==> config.mk <==
export PLATFORM = sky130hd
export DESIGN_NAME = swc_top
export DESIGN_NICKNAME = d
export VERILOG_FILES = /design/src/swc_pkg.sv /design/src/swc_sync.sv /design/src/swc_trigsel.sv /design/src/swc_top.sv
export VERILOG_INCLUDE_DIRS = /design/src
export SDC_FILE = /design/constraint.sdc
export NUM_CORES = 1
export LEC_CHECK = 0
export ABC_AREA = 1
export ABC_CLOCK_PERIOD_IN_PS = 1750
export BUFFER_PORTS_ARGS = -buffer_cell sky130_fd_sc_hd__buf_2
export CAP_MARGIN = 0
export CORE_ASPECT_RATIO = 0.9
export CORE_MARGIN = 2
export CORE_UTILIZATION = 38
export DETAILED_ROUTE_END_ITERATION = 16
export GPL_TIMING_DRIVEN = 0
export PLACE_DENSITY_LB_ADDON = 0.12
export SLEW_MARGIN = 10
export SYNTH_ARGS = -nofsm -noshare
export SYNTH_HDL_FRONTEND = slang
export SYNTH_SLANG_ARGS = --single-unit
==> constraint.sdc <==
create_clock -name clk -period 1.75 [get_ports clk]
set_clock_uncertainty 0.05 [all_clocks]
set_input_delay 0.2625 -clock clk [delete_from_list [all_inputs] [get_ports clk]]
set_output_delay 0.2625 -clock clk [all_outputs]
set_load 0.01 [all_outputs]
==> src/swc_cfg.svh <==
`ifndef SWC_CFG_SVH
`define SWC_CFG_SVH

// ****************************************************************
// register offsets
// ****************************************************************
`define SWC_OFF_MAIN   8'h3a
`define SWC_OFF_TRGBC  8'h3b
`define SWC_OFF_STATUS 8'h3c
`define SWC_OFF_NLOW   8'h24

// ****************************************************************
// reset values
// ****************************************************************
`define SWC_RST_MAIN   8'h00
`define SWC_RST_TRGBC  8'h00
`define SWC_RST_NLOW   8'h00

// ****************************************************************
// field positions in the main control register
// ****************************************************************
`define SWC_BIT_RUN    0
`define SWC_BIT_CLKSRC 1
`define SWC_BIT_PM     2
`define SWC_TRGA_HI    7
`define SWC_TRGA_LO    4

// ****************************************************************
// field positions in the trigger b/c register
// ****************************************************************
`define SWC_TRGB_HI    3
`define SWC_TRGB_LO    0
`define SWC_TRGC_HI    7
`define SWC_TRGC_LO    4

// ****************************************************************
// fixed fractional denominator, two to the 24th
// ****************************************************************
`define SWC_DEN_FIXED  25'h1000000

`endif

==> src/swc_pkg.sv <==
package swc_pkg;

   // sweep sequencing states, gray coded along idle, armed, running
   typedef enum logic [1:0] {
      SWC_IDLE  = 2'h0,
      SWC_ARMED = 2'h1,
      SWC_RUN   = 2'h3
   } swc_state_t;

   // trigger source selector codes
   typedef enum logic [3:0] {
      SWC_TRG_NEVER   = 4'h0,
      SWC_TRG_P1_RISE = 4'h1,
      SWC_TRG_P2_RISE = 4'h2,
      SWC_TRG_MD_RISE = 4'h3,
      SWC_TRG_LK_RISE = 4'h4,
      SWC_TRG_CMP_LVL = 4'h5,
      SWC_TRG_PG_RISE = 4'h6,
      SWC_TRG_F0_RISE = 4'h7,
      SWC_TRG_ALWAYS  = 4'h8,
      SWC_TRG_P1_FALL = 4'h9,
      SWC_TRG_P2_FALL = 4'ha,
      SWC_TRG_MD_FALL = 4'hb,
      SWC_TRG_LK_FALL = 4'hc
   } swc_trig_code_t;

endpackage

==> src/swc_sync.sv <==
`timescale 1ns/1ns

// ****************************************************************
// two flip-flop synchroniser for asynchronous pins
// ****************************************************************
module swc_sync #(
   parameter int WIDTH = 3
) (
   // clock and reset
   input  wire logic             clk,
   input  wire logic             sys_rst,
   // pins in, clean levels out
   input  wire logic [WIDTH-1:0] async_in,
   output logic      [WIDTH-1:0] sync_out
);

   logic [WIDTH-1:0] meta_q;   // first stage, read only by second stage
   logic [WIDTH-1:0] meta_d;
   logic [WIDTH-1:0] sync_q;   // second stage
   logic [WIDTH-1:0] sync_d;

   // next values of both stages
   always_comb begin
      meta_d = async_in;
      sync_d = meta_q;
   end

   // register both stages
   always_ff @(posedge clk) begin
      if (sys_rst) begin
         meta_q <= '0;
         sync_q <= '0;
      end else begin
         meta_q <= meta_d;
         sync_q <= sync_d;
      end
   end

   assign sync_out = sync_q;

endmodule

==> src/swc_trigsel.sv <==
`timescale 1ns/1ns

// ****************************************************************
// one trigger source selector: edge and level decode per code
// ****************************************************************
module swc_trigsel
   import swc_pkg::*;
(
   // clock and reset
   input  wire logic       clk,
   input  wire logic       sys_rst,
   // selector code from software
   input  wire logic [3:0] code,
   // candidate sources {flag0, pump gain, lock, modulation pin, pin two, pin one}
   input  wire logic [5:0] src,
   input  wire logic       cmp_level,
   // one-cycle trigger for edges, level for level codes
   output logic            fire
);

   logic [5:0] prev_q;   // last sample of each source
   logic [5:0] prev_d;
   logic [5:0] rise;     // sources that went high this cycle
   logic [5:0] fall;     // sources that went low this cycle

   // compare with last sample, pick the source named by the code
   always_comb begin
      prev_d = src;
      rise   = src & ~prev_q;
      fall   = ~src & prev_q;
      case (swc_trig_code_t'(code))
         SWC_TRG_NEVER:   fire = 1'b0;
         SWC_TRG_P1_RISE: fire = rise[0];
         SWC_TRG_P2_RISE: fire = rise[1];
         SWC_TRG_MD_RISE: fire = rise[2];
         SWC_TRG_LK_RISE: fire = rise[3];
         SWC_TRG_CMP_LVL: fire = cmp_level;
         SWC_TRG_PG_RISE: fire = rise[4];
         SWC_TRG_F0_RISE: fire = rise[5];
         SWC_TRG_ALWAYS:  fire = 1'b1;
         SWC_TRG_P1_FALL: fire = fall[0];
         SWC_TRG_P2_FALL: fire = fall[1];
         SWC_TRG_MD_FALL: fire = fall[2];
         SWC_TRG_LK_FALL: fire = fall[3];
         default:         fire = 1'b0;      // unsupported codes stay quiet
      endcase
   end

   // hold last sample
   always_ff @(posedge clk) begin
      if (sys_rst) begin
         prev_q <= '0;
      end else begin
         prev_q <= prev_d;
      end
   end

endmodule

==> src/swc_top.sv <==
`timescale 1ns/1ns
`include "swc_cfg.svh"

module swc_top
   import swc_pkg::*;
(
   // clock and reset
   input  wire logic        clk,
   input  wire logic        sys_rst,
   // register port
   input  wire logic [7:0]  reg_addr,
   input  wire logic [7:0]  reg_wdata,
   input  wire logic        reg_wr,
   input  wire logic        reg_rd,
   output logic      [7:0]  reg_rdata,
   // device pins
   input  wire logic        trigger_pin_one,
   input  wire logic        trigger_pin_two,
   input  wire logic        modulation_pin,
   // internal sources from the synthesizer
   input  wire logic        digital_lock_flag,
   input  wire logic        comparator_zero_hit,
   input  wire logic        segment_pump_gain_flag,
   input  wire logic        segment_flag_zero,
   input  wire logic        pd_tick,
   input  wire logic [23:0] prog_den,
   // sweep engine controls
   output logic             sweep_run,
   output logic             sweep_start,
   output logic             sweep_tick,
   output logic             phase_mod_select,
   output logic [24:0]      frac_den,
   output logic [7:0]       div_n_low,
   output logic             event_a,
   output logic             event_b,
   output logic             event_c
);

   // ****************************************************************
   // registers and state
   // ****************************************************************
   logic [7:0]     main_q;      // run, clock source, modulation, source a
   logic [7:0]     main_d;
   logic [7:0]     trgbc_q;     // sources b and c
   logic [7:0]     trgbc_d;
   logic [7:0]     nlow_q;      // integer divider low byte
   logic [7:0]     nlow_d;
   logic [7:0]     rdata_q;     // read data, valid the cycle after the strobe
   logic [7:0]     rdata_d;
   swc_state_t     state_q;     // sequencing state
   swc_state_t     state_d;
   logic           start_q;     // restart at first segment
   logic           start_d;
   logic           tick_q;      // sweep clock enable
   logic           tick_d;
   logic           pm_q;        // phase modulation selected
   logic           pm_d;
   logic [24:0]    den_q;       // denominator in use
   logic [24:0]    den_d;
   logic [2:0]     evt_q;       // trigger events c, b, a
   logic [2:0]     evt_d;
   logic           modpin_prev_q; // last modulation pin sample for clocking
   logic           modpin_prev_d;

   // ****************************************************************
   // pin synchronisers and trigger selectors
   // ****************************************************************
   logic [2:0]     pins_s;      // {modulation, pin two, pin one} after sync
   logic [5:0]     srcs;        // candidate edge sources
   logic [2:0]     fire;        // raw selector outputs c, b, a
   logic           run;         // run bit
   logic           wr_nlow;     // divider low byte write

   swc_sync #(.WIDTH(3)) u_sync (
      .clk      (clk),
      .sys_rst  (sys_rst),
      .async_in ({modulation_pin, trigger_pin_two, trigger_pin_one}),
      .sync_out (pins_s)
   );

   assign srcs    = {segment_flag_zero, segment_pump_gain_flag,
                     digital_lock_flag, pins_s};
   assign run     = main_q[`SWC_BIT_RUN];
   assign wr_nlow = reg_wr && (reg_addr == `SWC_OFF_NLOW);

   swc_trigsel u_sel_a (
      .clk     (clk),
      .sys_rst (sys_rst),
      .code    (main_q[`SWC_TRGA_HI:`SWC_TRGA_LO]),
      .src     (srcs),
      .cmp_level(comparator_zero_hit),
      .fire    (fire[0])
   );

   swc_trigsel u_sel_b (
      .clk     (clk),
      .sys_rst (sys_rst),
      .code    (trgbc_q[`SWC_TRGB_HI:`SWC_TRGB_LO]),
      .src     (srcs),
      .cmp_level(comparator_zero_hit),
      .fire    (fire[1])
   );

   swc_trigsel u_sel_c (
      .clk     (clk),
      .sys_rst (sys_rst),
      .code    (trgbc_q[`SWC_TRGC_HI:`SWC_TRGC_LO]),
      .src     (srcs),
      .cmp_level(comparator_zero_hit),
      .fire    (fire[2])
   );

   // ****************************************************************
   // register writes and reads
   // ****************************************************************
   always_comb begin
      main_d  = main_q;
      trgbc_d = trgbc_q;
      nlow_d  = nlow_q;
      rdata_d = 8'h00;
      // writes store whole bytes
      if (reg_wr) begin
         case (reg_addr)
            `SWC_OFF_MAIN:  main_d  = reg_wdata;
            `SWC_OFF_TRGBC: trgbc_d = reg_wdata;
            `SWC_OFF_NLOW:  nlow_d  = reg_wdata;
            default:        ;   // unmapped writes ignored
         endcase
      end
      // reads return one cycle later, unmapped reads zero
      if (reg_rd) begin
         case (reg_addr)
            `SWC_OFF_MAIN:   rdata_d = main_q;
            `SWC_OFF_TRGBC:  rdata_d = trgbc_q;
            `SWC_OFF_NLOW:   rdata_d = nlow_q;
            `SWC_OFF_STATUS: rdata_d = {5'h00, pins_s[2], state_q};
            default:         rdata_d = 8'h00;
         endcase
      end
   end

   // ****************************************************************
   // sweep sequencing
   // ****************************************************************
   always_comb begin
      state_d = state_q;
      start_d = 1'b0;
      case (state_q)
         SWC_IDLE: begin
            // a divider write in the first running cycle still restarts
            if (run && wr_nlow) begin
               state_d = SWC_RUN;
               start_d = 1'b1;
            end else if (run) begin
               state_d = SWC_ARMED;
            end
         end
         SWC_ARMED, SWC_RUN: begin
            if (!run) begin
               state_d = SWC_IDLE;
            end else if (wr_nlow) begin
               state_d = SWC_RUN;
               start_d = 1'b1;
            end
         end
         default: state_d = SWC_IDLE;
      endcase
   end

   // ****************************************************************
   // clock source, modulation type, denominator, triggers
   // ****************************************************************
   always_comb begin
      modpin_prev_d = pins_s[2];
      // detector clock or rising edge of the modulation pin
      if (main_q[`SWC_BIT_CLKSRC]) begin
         tick_d = run && pins_s[2] && !modpin_prev_q;
      end else begin
         tick_d = run && pd_tick;
      end
      pm_d  = main_q[`SWC_BIT_PM];
      den_d = run ? `SWC_DEN_FIXED : {1'b0, prog_den};
      evt_d = run ? fire : 3'h0;
   end

   // ****************************************************************
   // register all state
   // ****************************************************************
   always_ff @(posedge clk) begin
      if (sys_rst) begin
         main_q     <= `SWC_RST_MAIN;
         trgbc_q    <= `SWC_RST_TRGBC;
         nlow_q     <= `SWC_RST_NLOW;
         rdata_q    <= 8'h00;
         state_q    <= SWC_IDLE;
         start_q    <= 1'b0;
         tick_q     <= 1'b0;
         pm_q       <= 1'b0;
         den_q      <= 25'h0000000;
         evt_q      <= 3'h0;
         modpin_prev_q <= 1'b0;
      end else begin
         main_q     <= main_d;
         trgbc_q    <= trgbc_d;
         nlow_q     <= nlow_d;
         rdata_q    <= rdata_d;
         state_q    <= state_d;
         start_q    <= start_d;
         tick_q     <= tick_d;
         pm_q       <= pm_d;
         den_q      <= den_d;
         evt_q      <= evt_d;
         modpin_prev_q <= modpin_prev_d;
      end
   end

   // outputs straight from flip-flops
   assign reg_rdata        = rdata_q;
   assign sweep_run        = run;
   assign sweep_start      = start_q;
   assign sweep_tick       = tick_q;
   assign phase_mod_select = pm_q;
   assign frac_den         = den_q;
   assign div_n_low        = nlow_q;
   assign event_a          = evt_q[0];
   assign event_b          = evt_q[1];
   assign event_c          = evt_q[2];
endmodule

==> results_dict.tcl, run 1 <==
set metrics [dict create \
    status "complete, no violations" \
    cp.arrival_ns 1.62 \
    postLayoutCellArea_um2 4040 \
    synthFlopType "dfxtp_1" \
    syn_area_per_cell_um2 6.86 \
    synth_most_common_cell "nand2_1" \
    placed_area_um2 3850 \
    relSlewSlack_pct 64.6 \
    path_clk_slew_ns 0.08 \
    io_pins 100 \
    grt_pass1_vias 2853 \
    overflow 0 \
    wl_per_cell_um 11.8 \
    via_count 3084 \
    clk-insertion-delay-late_ns 0.34 \
    die_area_um2 9270 \
    setup_ws_ns 0.319 \
    grt_use_total_pct 18.0 \
    n_antenna_cell 0 \
    crit_chain "clkbuf_1, clkinv_1, nand2_1, buf_2, nor2_1" \
    slew_violations 0 \
    critPathBufInv 3 \
    final_core_util_pct 49.6 \
    cts_tree "yes" \
    end_kind "register" \
    critical_path.slowest_cell "clkinv_1" \
    ys_seq_elements 77 \
    via_per_inst 4.50 \
    dp_hpwl_um 6360 \
    final_layout_size_suffix_gt1_share_pct 22.4 \
    whs_path_depth 3 \
    reg2reg_depth 8 \
    ant_nets 0 \
    drc 0 \
    cpPeakStageDelay_ns 0.40 \
    clock-root-buffer "clkbuf_8" \
    synth_common_cells "123 x nand2_1, 115 x nor2_1, 77 x dfxtp_1, 71 x inv_1, 34 x nand3_1" \
    synth_edf_count 0 \
    finalHoldViolCount 0 \
    core-area_um2 8150 \
    worstReg2RegEnd "evt_q[0]" \
    worstSetupPathType "input port to register" \
    fp.dieW_um 101 \
    max_freq_mhz 699 \
    hold_buffers 0 \
    ir_worst_vdd_mv 0.317 \
    hold_ws_ns 0.0691 \
    port_buffers 98 \
    grt_pass1_wl_um 13000 \
    yosysSeqAreaShare_pct 47.6 \
    start_util_pct 39.7 \
    rows 31 \
    cts_made_buffers 9 \
    gp_congestion 0.876 \
    setup_viol 0 \
    hold_class "input port to register" \
    syn2layout_area_growth_pct 24.9 \
    drt_wl_total_um 8050 \
    clock_sinks 77 \
    tightest_slew_ns 0.530 \
    grt_max_degree 14 \
    cap_violations 0 \
    min-delay-start "modulation_pin" \
    htreeDepth 3 \
    rsz0062_at_grt "no" \
    start_kind "input port" \
    path_max_fanout 10 \
    holdPathEnd "u_sync.meta_q[2]" \
    yosysUniqueCellTypes 24 \
    reg2reg_slack_ns 0.47 \
    initialDrtViolationCount 159 \
    powerDensity_nw_per_um2 833 \
    synth_top_area_cell "dfxtp_1" \
    post-place-ws_ns -0.000251 \
    synth_top_area_share_pct 47.6 \
    post_cts_buffers 0 \
    post-route-min-period_ns 1.43 \
    nets 633 \
    fillers 849 \
    syn_area_um2 3240 \
    antenna_found_initial 0 \
    synthArstFlopShare_pct 0 \
    postSynthCellCount 472 \
    cp_top_family "buffers and inverters" \
    yosysWarnings 0 \
    leakagePower_nw 2.15 \
    die_h_um 91.5 \
    synth_area_leaders "dfxtp_1 48%, nand2_1 14%, nor2_1 13%, inv_1 8.2%, nand3_1 5.3%" \
    first_pass_iters 4 \
    cts.path.max_buffers 2 \
    r2r-start "main_q[6]" \
    post_cts_resized 0 \
    fin_crit_sh_pct 81.8 \
    synthesis.nets 524 \
    required_ns 1.94 \
]
==> registers in the layout, indices dropped and copies added, names as in the netlist <==
register,cells
reg_rdata,8
evt_q,3
sweep_start,1
u_sync.meta_q,3
u_sel_a.prev_q,6
main_q,8
state_q,2
phase_mod_select,1
frac_den,25
trgbc_q,8
div_n_low,8
sweep_tick,1
u_sync.sync_out,3
==> routing by layer <==
metal | routed length (um) | part of all wire, % | GRT usage, %
met1 | 3800 | 47 | 24.1
met3 | 483 | 6.0 | 3.70
met5 | 0 | 0 | 0
met4 | 122 | 1.5 | 7.43
met2 | 3650 | 45 | 28.2
==> tightest hold or removal path, cell delays in order <==
cell and delay, ns:
buf_2 0.07, inv_1 0.03, nor2_1 0.06
==> kinds of logic (layout without fill, tap and decap cells) <==
family / after synthesis / after routing / synth area share (%)
AO/OA/AOI/OAI: 15 / 15 / 2.32
buffers and inverters: 87 / 201 / 11.2
AND/OR/NAND/NOR: 293 / 293 / 38.8
flip-flops: 77 / 77 / 47.6
==> per-stage QoR <==
step | power [W] | setup TNS (ns) | std cells
finish | 0.00337 | 0 | 685
global route | 0.00351 | 0 | 685
CTS | 0.00341 | 0 | 685
detailed placement | 0.00209 | -0.000251 | 669
global placement | 0.00209 | 0 | 669
floorplan | 0.00196 | 0 | 472
==> layout by cell type, fill, tap and decap left out <==
master      synthesis  final
a21oi_1            10     10
buf_2               2    100
buf_4               2      2
buf_6               2      2
bufinv_16           0      1
clkbuf_1            4      6
clkbuf_8            1     10
clkinv_1            3      3
clkinv_2            1      2
clkinv_4            0      1
clkinvlp_4          0      1
dfxtp_1            77     77
inv_1              71     71
inv_2               1      1
inv_6               0      1
nand2_1           123    123
nand2_2             3      3
nand3_1            34     34
nand3_4             2      2
nand3b_1            9      9
nand4_1             1      1
nor2_1            115    115
nor2_2              1      1
nor3_2              2      2
nor3_4              2      2
o21ai_0             2      2
o21ai_1             3      3
or2_1               1      1
==> cell type report <==
cell class,count,area (um^2),share of cell area [%]
clock buffer,11,131,3.25
buffer,11,76.3,1.89
sequential,77,1540,38.1
clock inverter,5,60.1,1.49
inverter,76,287,7.09
multi-input combinational,308,1330,32.9
timing repair buffer,98,490,12.1
tap,99,124,3.07
==> report_power, final <==
| group | internal (W) | leakage [nW] | switching [W] |
|---|---|---|---|
| Combinational | 0.0000981 | 1.43 | 0.000147 |
| Sequential | 0.00179 | 0.629 | 0.0000122 |
| Clock | 0.000666 | 0.0939 | 0.000651 |
==> worst max-delay path by stage <==
stage | start | endpoint | cells past startpoint
5_1_grt | sys_rst | frac_den[12] | 5
6_report | sys_rst | frac_den[20] | 5
2_1_floorplan | reg_addr[7] | reg_rdata[3] | 8
4_1_cts | sys_rst | frac_den[20] | 5
3_5_place_dp | sys_rst | frac_den[20] | 5
3_3_place_gp | sys_rst | frac_den[3] | 5
No activity file was read; power rests on OpenSTA's default activity.
==> run 2: changes to the inputs <==
--- a/config.mk
+++ b/config.mk
@@ -6,8 +6,8 @@
 export SDC_FILE = /design/constraint.sdc
 export NUM_CORES = 1
 export LEC_CHECK = 0
-export ABC_AREA = 1
-export ABC_CLOCK_PERIOD_IN_PS = 1750
+export ABC_AREA = 0
+export ABC_CLOCK_PERIOD_IN_PS = 1200
 export BUFFER_PORTS_ARGS = -buffer_cell sky130_fd_sc_hd__buf_2
 export CAP_MARGIN = 0
 export CORE_ASPECT_RATIO = 0.9
==> constraint.sdc (replaced) <==
create_clock -name clk -period 1.2 [get_ports clk]
set_clock_uncertainty 0.05 [all_clocks]
set_input_delay 0.18 -clock clk [delete_from_list [all_inputs] [get_ports clk]]
set_output_delay 0.18 -clock clk [all_outputs]
set_load 0.01 [all_outputs]
==> results_dict.tcl, run 2 <==
set metrics [dict create \
    status "complete, but fails checks" \
    violations "setup timing" \
    wl_per_cell_um 15.4 \
    via_count 3018 \
    highest_layer "met4" \
    seqPwrFrac_pct 53.9 \
    initialDrtViolationCount 109 \
    ant_nets 0 \
    grt_use_total_pct 20.6 \
    cts_tree "yes" \
    start_util_pct 39.6 \
    finalHoldViolCount 0 \
    setup_viol 35 \
    clock_sinks 77 \
    synth_common_cells "77 x dfxtp_1, 35 x nand2_1, 24 x and2_1, 22 x a21oi_1, 19 x nand3_1" \
    overflow 0 \
    yosysSeqAreaShare_pct 51.0 \
    setup_ws_ns -0.314 \
    relSlewSlack_pct 48.9 \
    syn_area_um2 3020 \
    n_antenna_cell 0 \
    post-route-min-period_ns 1.51 \
    final_cell_mix "97 x buf_2, 63 x dfxtp_1, 27 x dlygate4sd3_1" \
    drt_wl_total_um 9150 \
    antenna_found_initial 0 \
    switchingPower_w 0.00127 \
    synth_top_area_cell "dfxtp_1" \
    grt_max_degree 16 \
    swShare_pct 26.0 \
    final_common_cell "buf_2" \
    routed-wl-met2_um 4730 \
    drc 0 \
    clock-root-buffer "clkbuf_8" \
    synth_top_area_share_pct 51.0 \
    hold_class "input port to register" \
    end_kind "register" \
    die_h_um 88.6 \
    io_pins 100 \
    postSynthCellCount 326 \
    worstSetupPathType "input port to register" \
    tightest_slew_ns 0.767 \
    ys_seq_elements 77 \
    syn2layout_area_growth_pct 61.7 \
    final_core_util_pct 64.1 \
    via_per_inst 5.08 \
    grt_pass1_vias 2916 \
    hold_ws_ns 0.0288 \
    slew_violations 0 \
    fp.dieW_um 98.0 \
    core-area_um2 7620 \
    start_kind "input port" \
    die_area_um2 8680 \
    syn_area_per_cell_um2 9.27 \
    largest_reg_flops 25 \
    wl_met1_um 3760 \
    internal_power_w 0.00360 \
    ir_worst_vdd_mv 0.663 \
    rows 30 \
    max_freq_mhz 661 \
    clk-insertion-delay-late_ns 0.35 \
    yosysWarnings 0 \
    synth_most_common_cell "dfxtp_1" \
    rsz0062_at_grt "yes" \
    path_clk_slew_ns 0.09 \
    path_max_fanout 8 \
    synthFlopType "dfxtp_1" \
    nets 545 \
    cts_made_buffers 9 \
    powerDensity_nw_per_um2 996 \
    synthesis.nets 378 \
    final_layout_size_suffix_gt1_share_pct 50.2 \
    required_ns 1.44 \
    fin_crit_sh_pct 126 \
    cp.arrival_ns 1.75 \
    met3_length_um 456 \
    gp_congestion 0.940 \
    synthArstFlopShare_pct 0 \
    comb_power_share_pct 9.0 \
    synth_edf_count 0 \
    first_pass_iters 4 \
    cts.path.max_buffers 2 \
    clkPwrFrac_pct 37.1 \
    grt_pass1_wl_um 13900 \
    yosysUniqueCellTypes 44 \
    dp_hpwl_um 5910 \
    cap_violations 0 \
    synth_area_leaders "dfxtp_1 51%, and2_1 5.0%, nand2_1 4.3%, nor2b_1 3.7%, a21oi_1 3.6%" \
    htreeDepth 3 \
    leakagePower_nw 1.99 \
    port_buffers 99 \
]
[run 2: path summary, 6_finish.rpt]
| kind | from | end | slack [ns] | cells after the start |
|---|---|---|---|---|
| worst max-delay path | reg_addr[7] | reg_rdata[5] | -0.31 | 8 |
| worst min register to register | u_sync.meta_q[2] | u_sync.sync_out[2] | 0.39 | 1 |
| worst min-delay path | segment_flag_zero | u_sel_a.prev_q[5] | 0.03 | 2 |
| worst max register to register | trgbc_q[7] | evt_q[2] | -0.09 | 5 |
[run 2: per-stage QoR]
step,instance area (um^2),setup slack (ns),cells,setup TNS [ns],total power [W]
after floorplan,3110,-0.584,326,-15.84,0.00284
after global placement,3720,-0.908,521,-32.77,0.00301
after detailed placement,3720,-0.936,521,-33.94,0.00302
after CTS,4680,-0.299,591,-5.69,0.00492
after global routing,4880,-0.340,594,-8.26,0.00506
final,4880,-0.314,594,-6.81,0.00487
[run 2: critical path, cell delays in order]
cell and delay [ns]:
buf_6 0.09, or3b_4 0.39, buf_8 0.15, nor4_4 0.20
a21oi_1 0.08, or3b_1 0.37, buf_6 0.16, a21oi_2 0.13
[run 2: timing repair]
action                                  4_1_cts  5_1_grt
hold buffers                                 27        0
endpoints found under the hold margin        27        0
resized for setup                            77       49
pin swaps                                    26       20
cloned                                        3        0
buffers inserted                             25        5
endpoints found under the setup margin       61       54
[run 2: logic make-up (layout without fill, tap and decap cells)]
kind of cell | Yosys count | count (layout) | synth area share, %
compound gates | 72 | 72 | 16.2
buf+inv | 24 | 195 | 3.11
flops | 77 | 77 | 51.0
mux | 9 | 9 | 2.98
simple gates | 144 | 145 | 26.6
[run 2: layout make-up]
cell class,instances,area [um^2]
Buffer,17,156
Sequential cell,77,1580
Tap cell,96,120
Clock inverter,7,57.6
Inverter,6,22.5
Fill cell,632,2740
Multi-Input combinational cell,226,1780
Timing Repair Buffer,156,1050
Clock buffer,9,124
[run 2: power by group through the flow]
stage / registers, W / clock network (W) / logic [W]
6_report: 0.00262 / 0.00180 / 0.000438
5_1_grt: 0.00263 / 0.00196 / 0.000473
3_3_place_gp: 0.00269 / 0 / 0.000316
4_1_cts: 0.00263 / 0.00186 / 0.000422
2_1_floorplan: 0.00272 / 0 / 0.000121
3_5_place_dp: 0.00270 / 0 / 0.000322
[run 2: layer usage]
metal | up-vias | track usage (%)
li1 | 1472 | -
met1 | 1437 | 24.7
met2 | 91 | 36.2
met3 | 18 | 4.66
met4 | 0 | 8.59
met5 | - | 0
==> run 3: changes to the inputs <==
--- a/config.mk
+++ b/config.mk
@@ -12,7 +12,7 @@
 export CAP_MARGIN = 0
 export CORE_ASPECT_RATIO = 0.9
 export CORE_MARGIN = 2
-export CORE_UTILIZATION = 38
+export CORE_UTILIZATION = 30
 export DETAILED_ROUTE_END_ITERATION = 16
 export GPL_TIMING_DRIVEN = 0
 export PLACE_DENSITY_LB_ADDON = 0.12
==> constraint.sdc (replaced) <==
create_clock -name clk -period 1.2 [get_ports clk]
set_clock_uncertainty 0.05 [all_clocks]
set_input_delay 0.06 -clock clk [delete_from_list [all_inputs] [get_ports clk]]
set_output_delay 0.06 -clock clk [all_outputs]
set_load 0.01 [all_outputs]
==> results_dict.tcl, run 3 (synthesis gave the netlist of run 2 again) <==
set metrics [dict create \
    status "complete, but fails checks" \
    violations "hold timing, setup timing" \
    fp.dieW_um 110 \
    final_layout_size_suffix_gt1_share_pct 46.5 \
    io_pins 100 \
    via_per_inst 4.75 \
    finalHoldViolCount 1 \
    finalPower_w 0.00496 \
    setup_ws_ns -0.0914 \
    grt_use_total_pct 16.5 \
    tightest_slew_ns 0.719 \
    initialDrtViolationCount 113 \
    drc 0 \
    dp_hpwl_um 6060 \
    cap_violations 0 \
    cts.path.max_buffers 2 \
    hold_buffers 40 \
    die_h_um 99.2 \
    whs_path_depth 2 \
    cp_common_cell "buf_6" \
    required_ns 1.42 \
    post-route-min-period_ns 1.29 \
    nets 542 \
    path_max_fanout 8 \
    relSlewSlack_pct 52.0 \
    reg2reg_slack_ns -0.06 \
    cp_top_family "simple AND/OR/NAND/NOR gates" \
    holdPathEnd "frac_den[24]" \
    core-area_um2 9740 \
    cpPeakStageDelay_ns 0.38 \
    syn2layout_area_growth_pct 63.4 \
    r2r-start "trgbc_q[2]" \
    max_freq_mhz 774 \
    grt_pass1_vias 2814 \
    wl_per_cell_um 14.5 \
    start_kind "input port" \
    first_pass_iters 4 \
    start_util_pct 31.0 \
    port_buffers 99 \
    crit_chain "buf_6, or3b_1, buf_6, nor4_4, a21oi_1, or3b_1, buf_6, a21oi_2" \
    reg2reg_depth 4 \
    cts_made_buffers 9 \
    n_antenna_cell 0 \
    htreeDepth 3 \
    hold_class "input port to register" \
    fin_setup_tns_ns -1.37 \
    fin_crit_sh_pct 108 \
    final_common_cell "buf_2" \
    ir_worst_vdd_mv 0.639 \
    powerDensity_nw_per_um2 1000 \
    largest_reg_flops 25 \
    clock-root-buffer "clkbuf_8" \
    worstReg2RegEnd "evt_q[1]" \
    antenna_found_initial 0 \
    rsz0062_at_grt "yes" \
    die_area_um2 10900 \
    gp_congestion 0.819 \
    cts_tree "yes" \
    crit_cells 8 \
    critical_path.slowest_cell "or3b_1" \
    end_kind "register" \
    min-delay-start "sys_rst" \
    leakagePower_nw 1.96 \
    clk-insertion-delay-late_ns 0.34 \
    critPathBufInv 3 \
    overflow 0 \
    final_cell_mix "97 x buf_2, 64 x dfxtp_1, 40 x dlygate4sd3_1" \
    worstSetupPathType "input port to register" \
    path_clk_slew_ns 0.08 \
    grt_max_degree 17 \
    clock_sinks 77 \
    drt_wl_total_um 9000 \
    ant_nets 0 \
    via_count 2950 \
    grt_pass1_wl_um 13800 \
    hold_ws_ns -0.0241 \
    rows 34 \
    post-place-ws_ns -0.839 \
    setup_viol 26 \
    slew_violations 0 \
    cp.arrival_ns 1.52 \
]
-- run 3: metrics by stage --
| stage | instance area, um^2 | util, % | instances |
|---|---|---|---|
| after CTS | 4660 | 47.9 | 619 |
| after global placement | 3760 | 38.6 | 551 |
| after floorplan | 3110 | - | 326 |
| after global routing | 4930 | 50.7 | 621 |
| after detailed placement | 3760 | 38.6 | 551 |
| final | 4930 | 50.7 | 621 |
-- run 3: report_power, final --
group / internal [W] / total [W] / leakage (nW) / switching, W
Clock: 0.000802 / 0.00186 / 0.0984 / 0.00105
Sequential: 0.00260 / 0.00263 / 0.638 / 0.0000249
Combinational: 0.000247 / 0.000473 / 1.23 / 0.000226
Total: 0.00365 / 0.00496 / 1.96 / 0.00131
-- run 3: timing repair --
action,CTS,global route
buffers inserted,13,1
endpoints found under the setup margin,60,57
endpoints found under the hold margin,58,1
gates resized for setup,58,62
pin swaps,22,25
cloned,1,1
-- run 3: layout make-up --
| class | count | area, um^2 |
|---|---|---|
| Buffer | 16 | 156 |
| Clock buffer | 9 | 124 |
| Clock inverter | 7 | 62.6 |
| Fill cell | 892 | 4810 |
| Inverter | 6 | 22.5 |
| Multi-Input combinational cell | 225 | 1760 |
| Sequential cell | 77 | 1580 |
| Tap cell | 126 | 158 |
| Timing Repair Buffer | 155 | 1070 |
-- run 3: layer usage --
metal,wire length (um),GRT usage (%),part of all wire (%)
met1,4060,21.8,45
met2,4140,25.4,46
met3,694,5.05,7.7
met4,107,5.65,1.2
met5,0,0,0
-- run 3: how the worst max path moves through the flow --
stage | start | endpoint | slack (ns)
4_1_cts | reg_addr[7] | trgbc_q[7] | -0.08
5_1_grt | reg_addr[7] | reg_rdata[4] | -0.15
2_1_floorplan | reg_addr[7] | reg_rdata[0] | -0.46
3_3_place_gp | reg_addr[7] | reg_rdata[6] | -0.81
6_report | reg_addr[7] | reg_rdata[5] | -0.09
3_5_place_dp | reg_addr[7] | reg_rdata[6] | -0.84
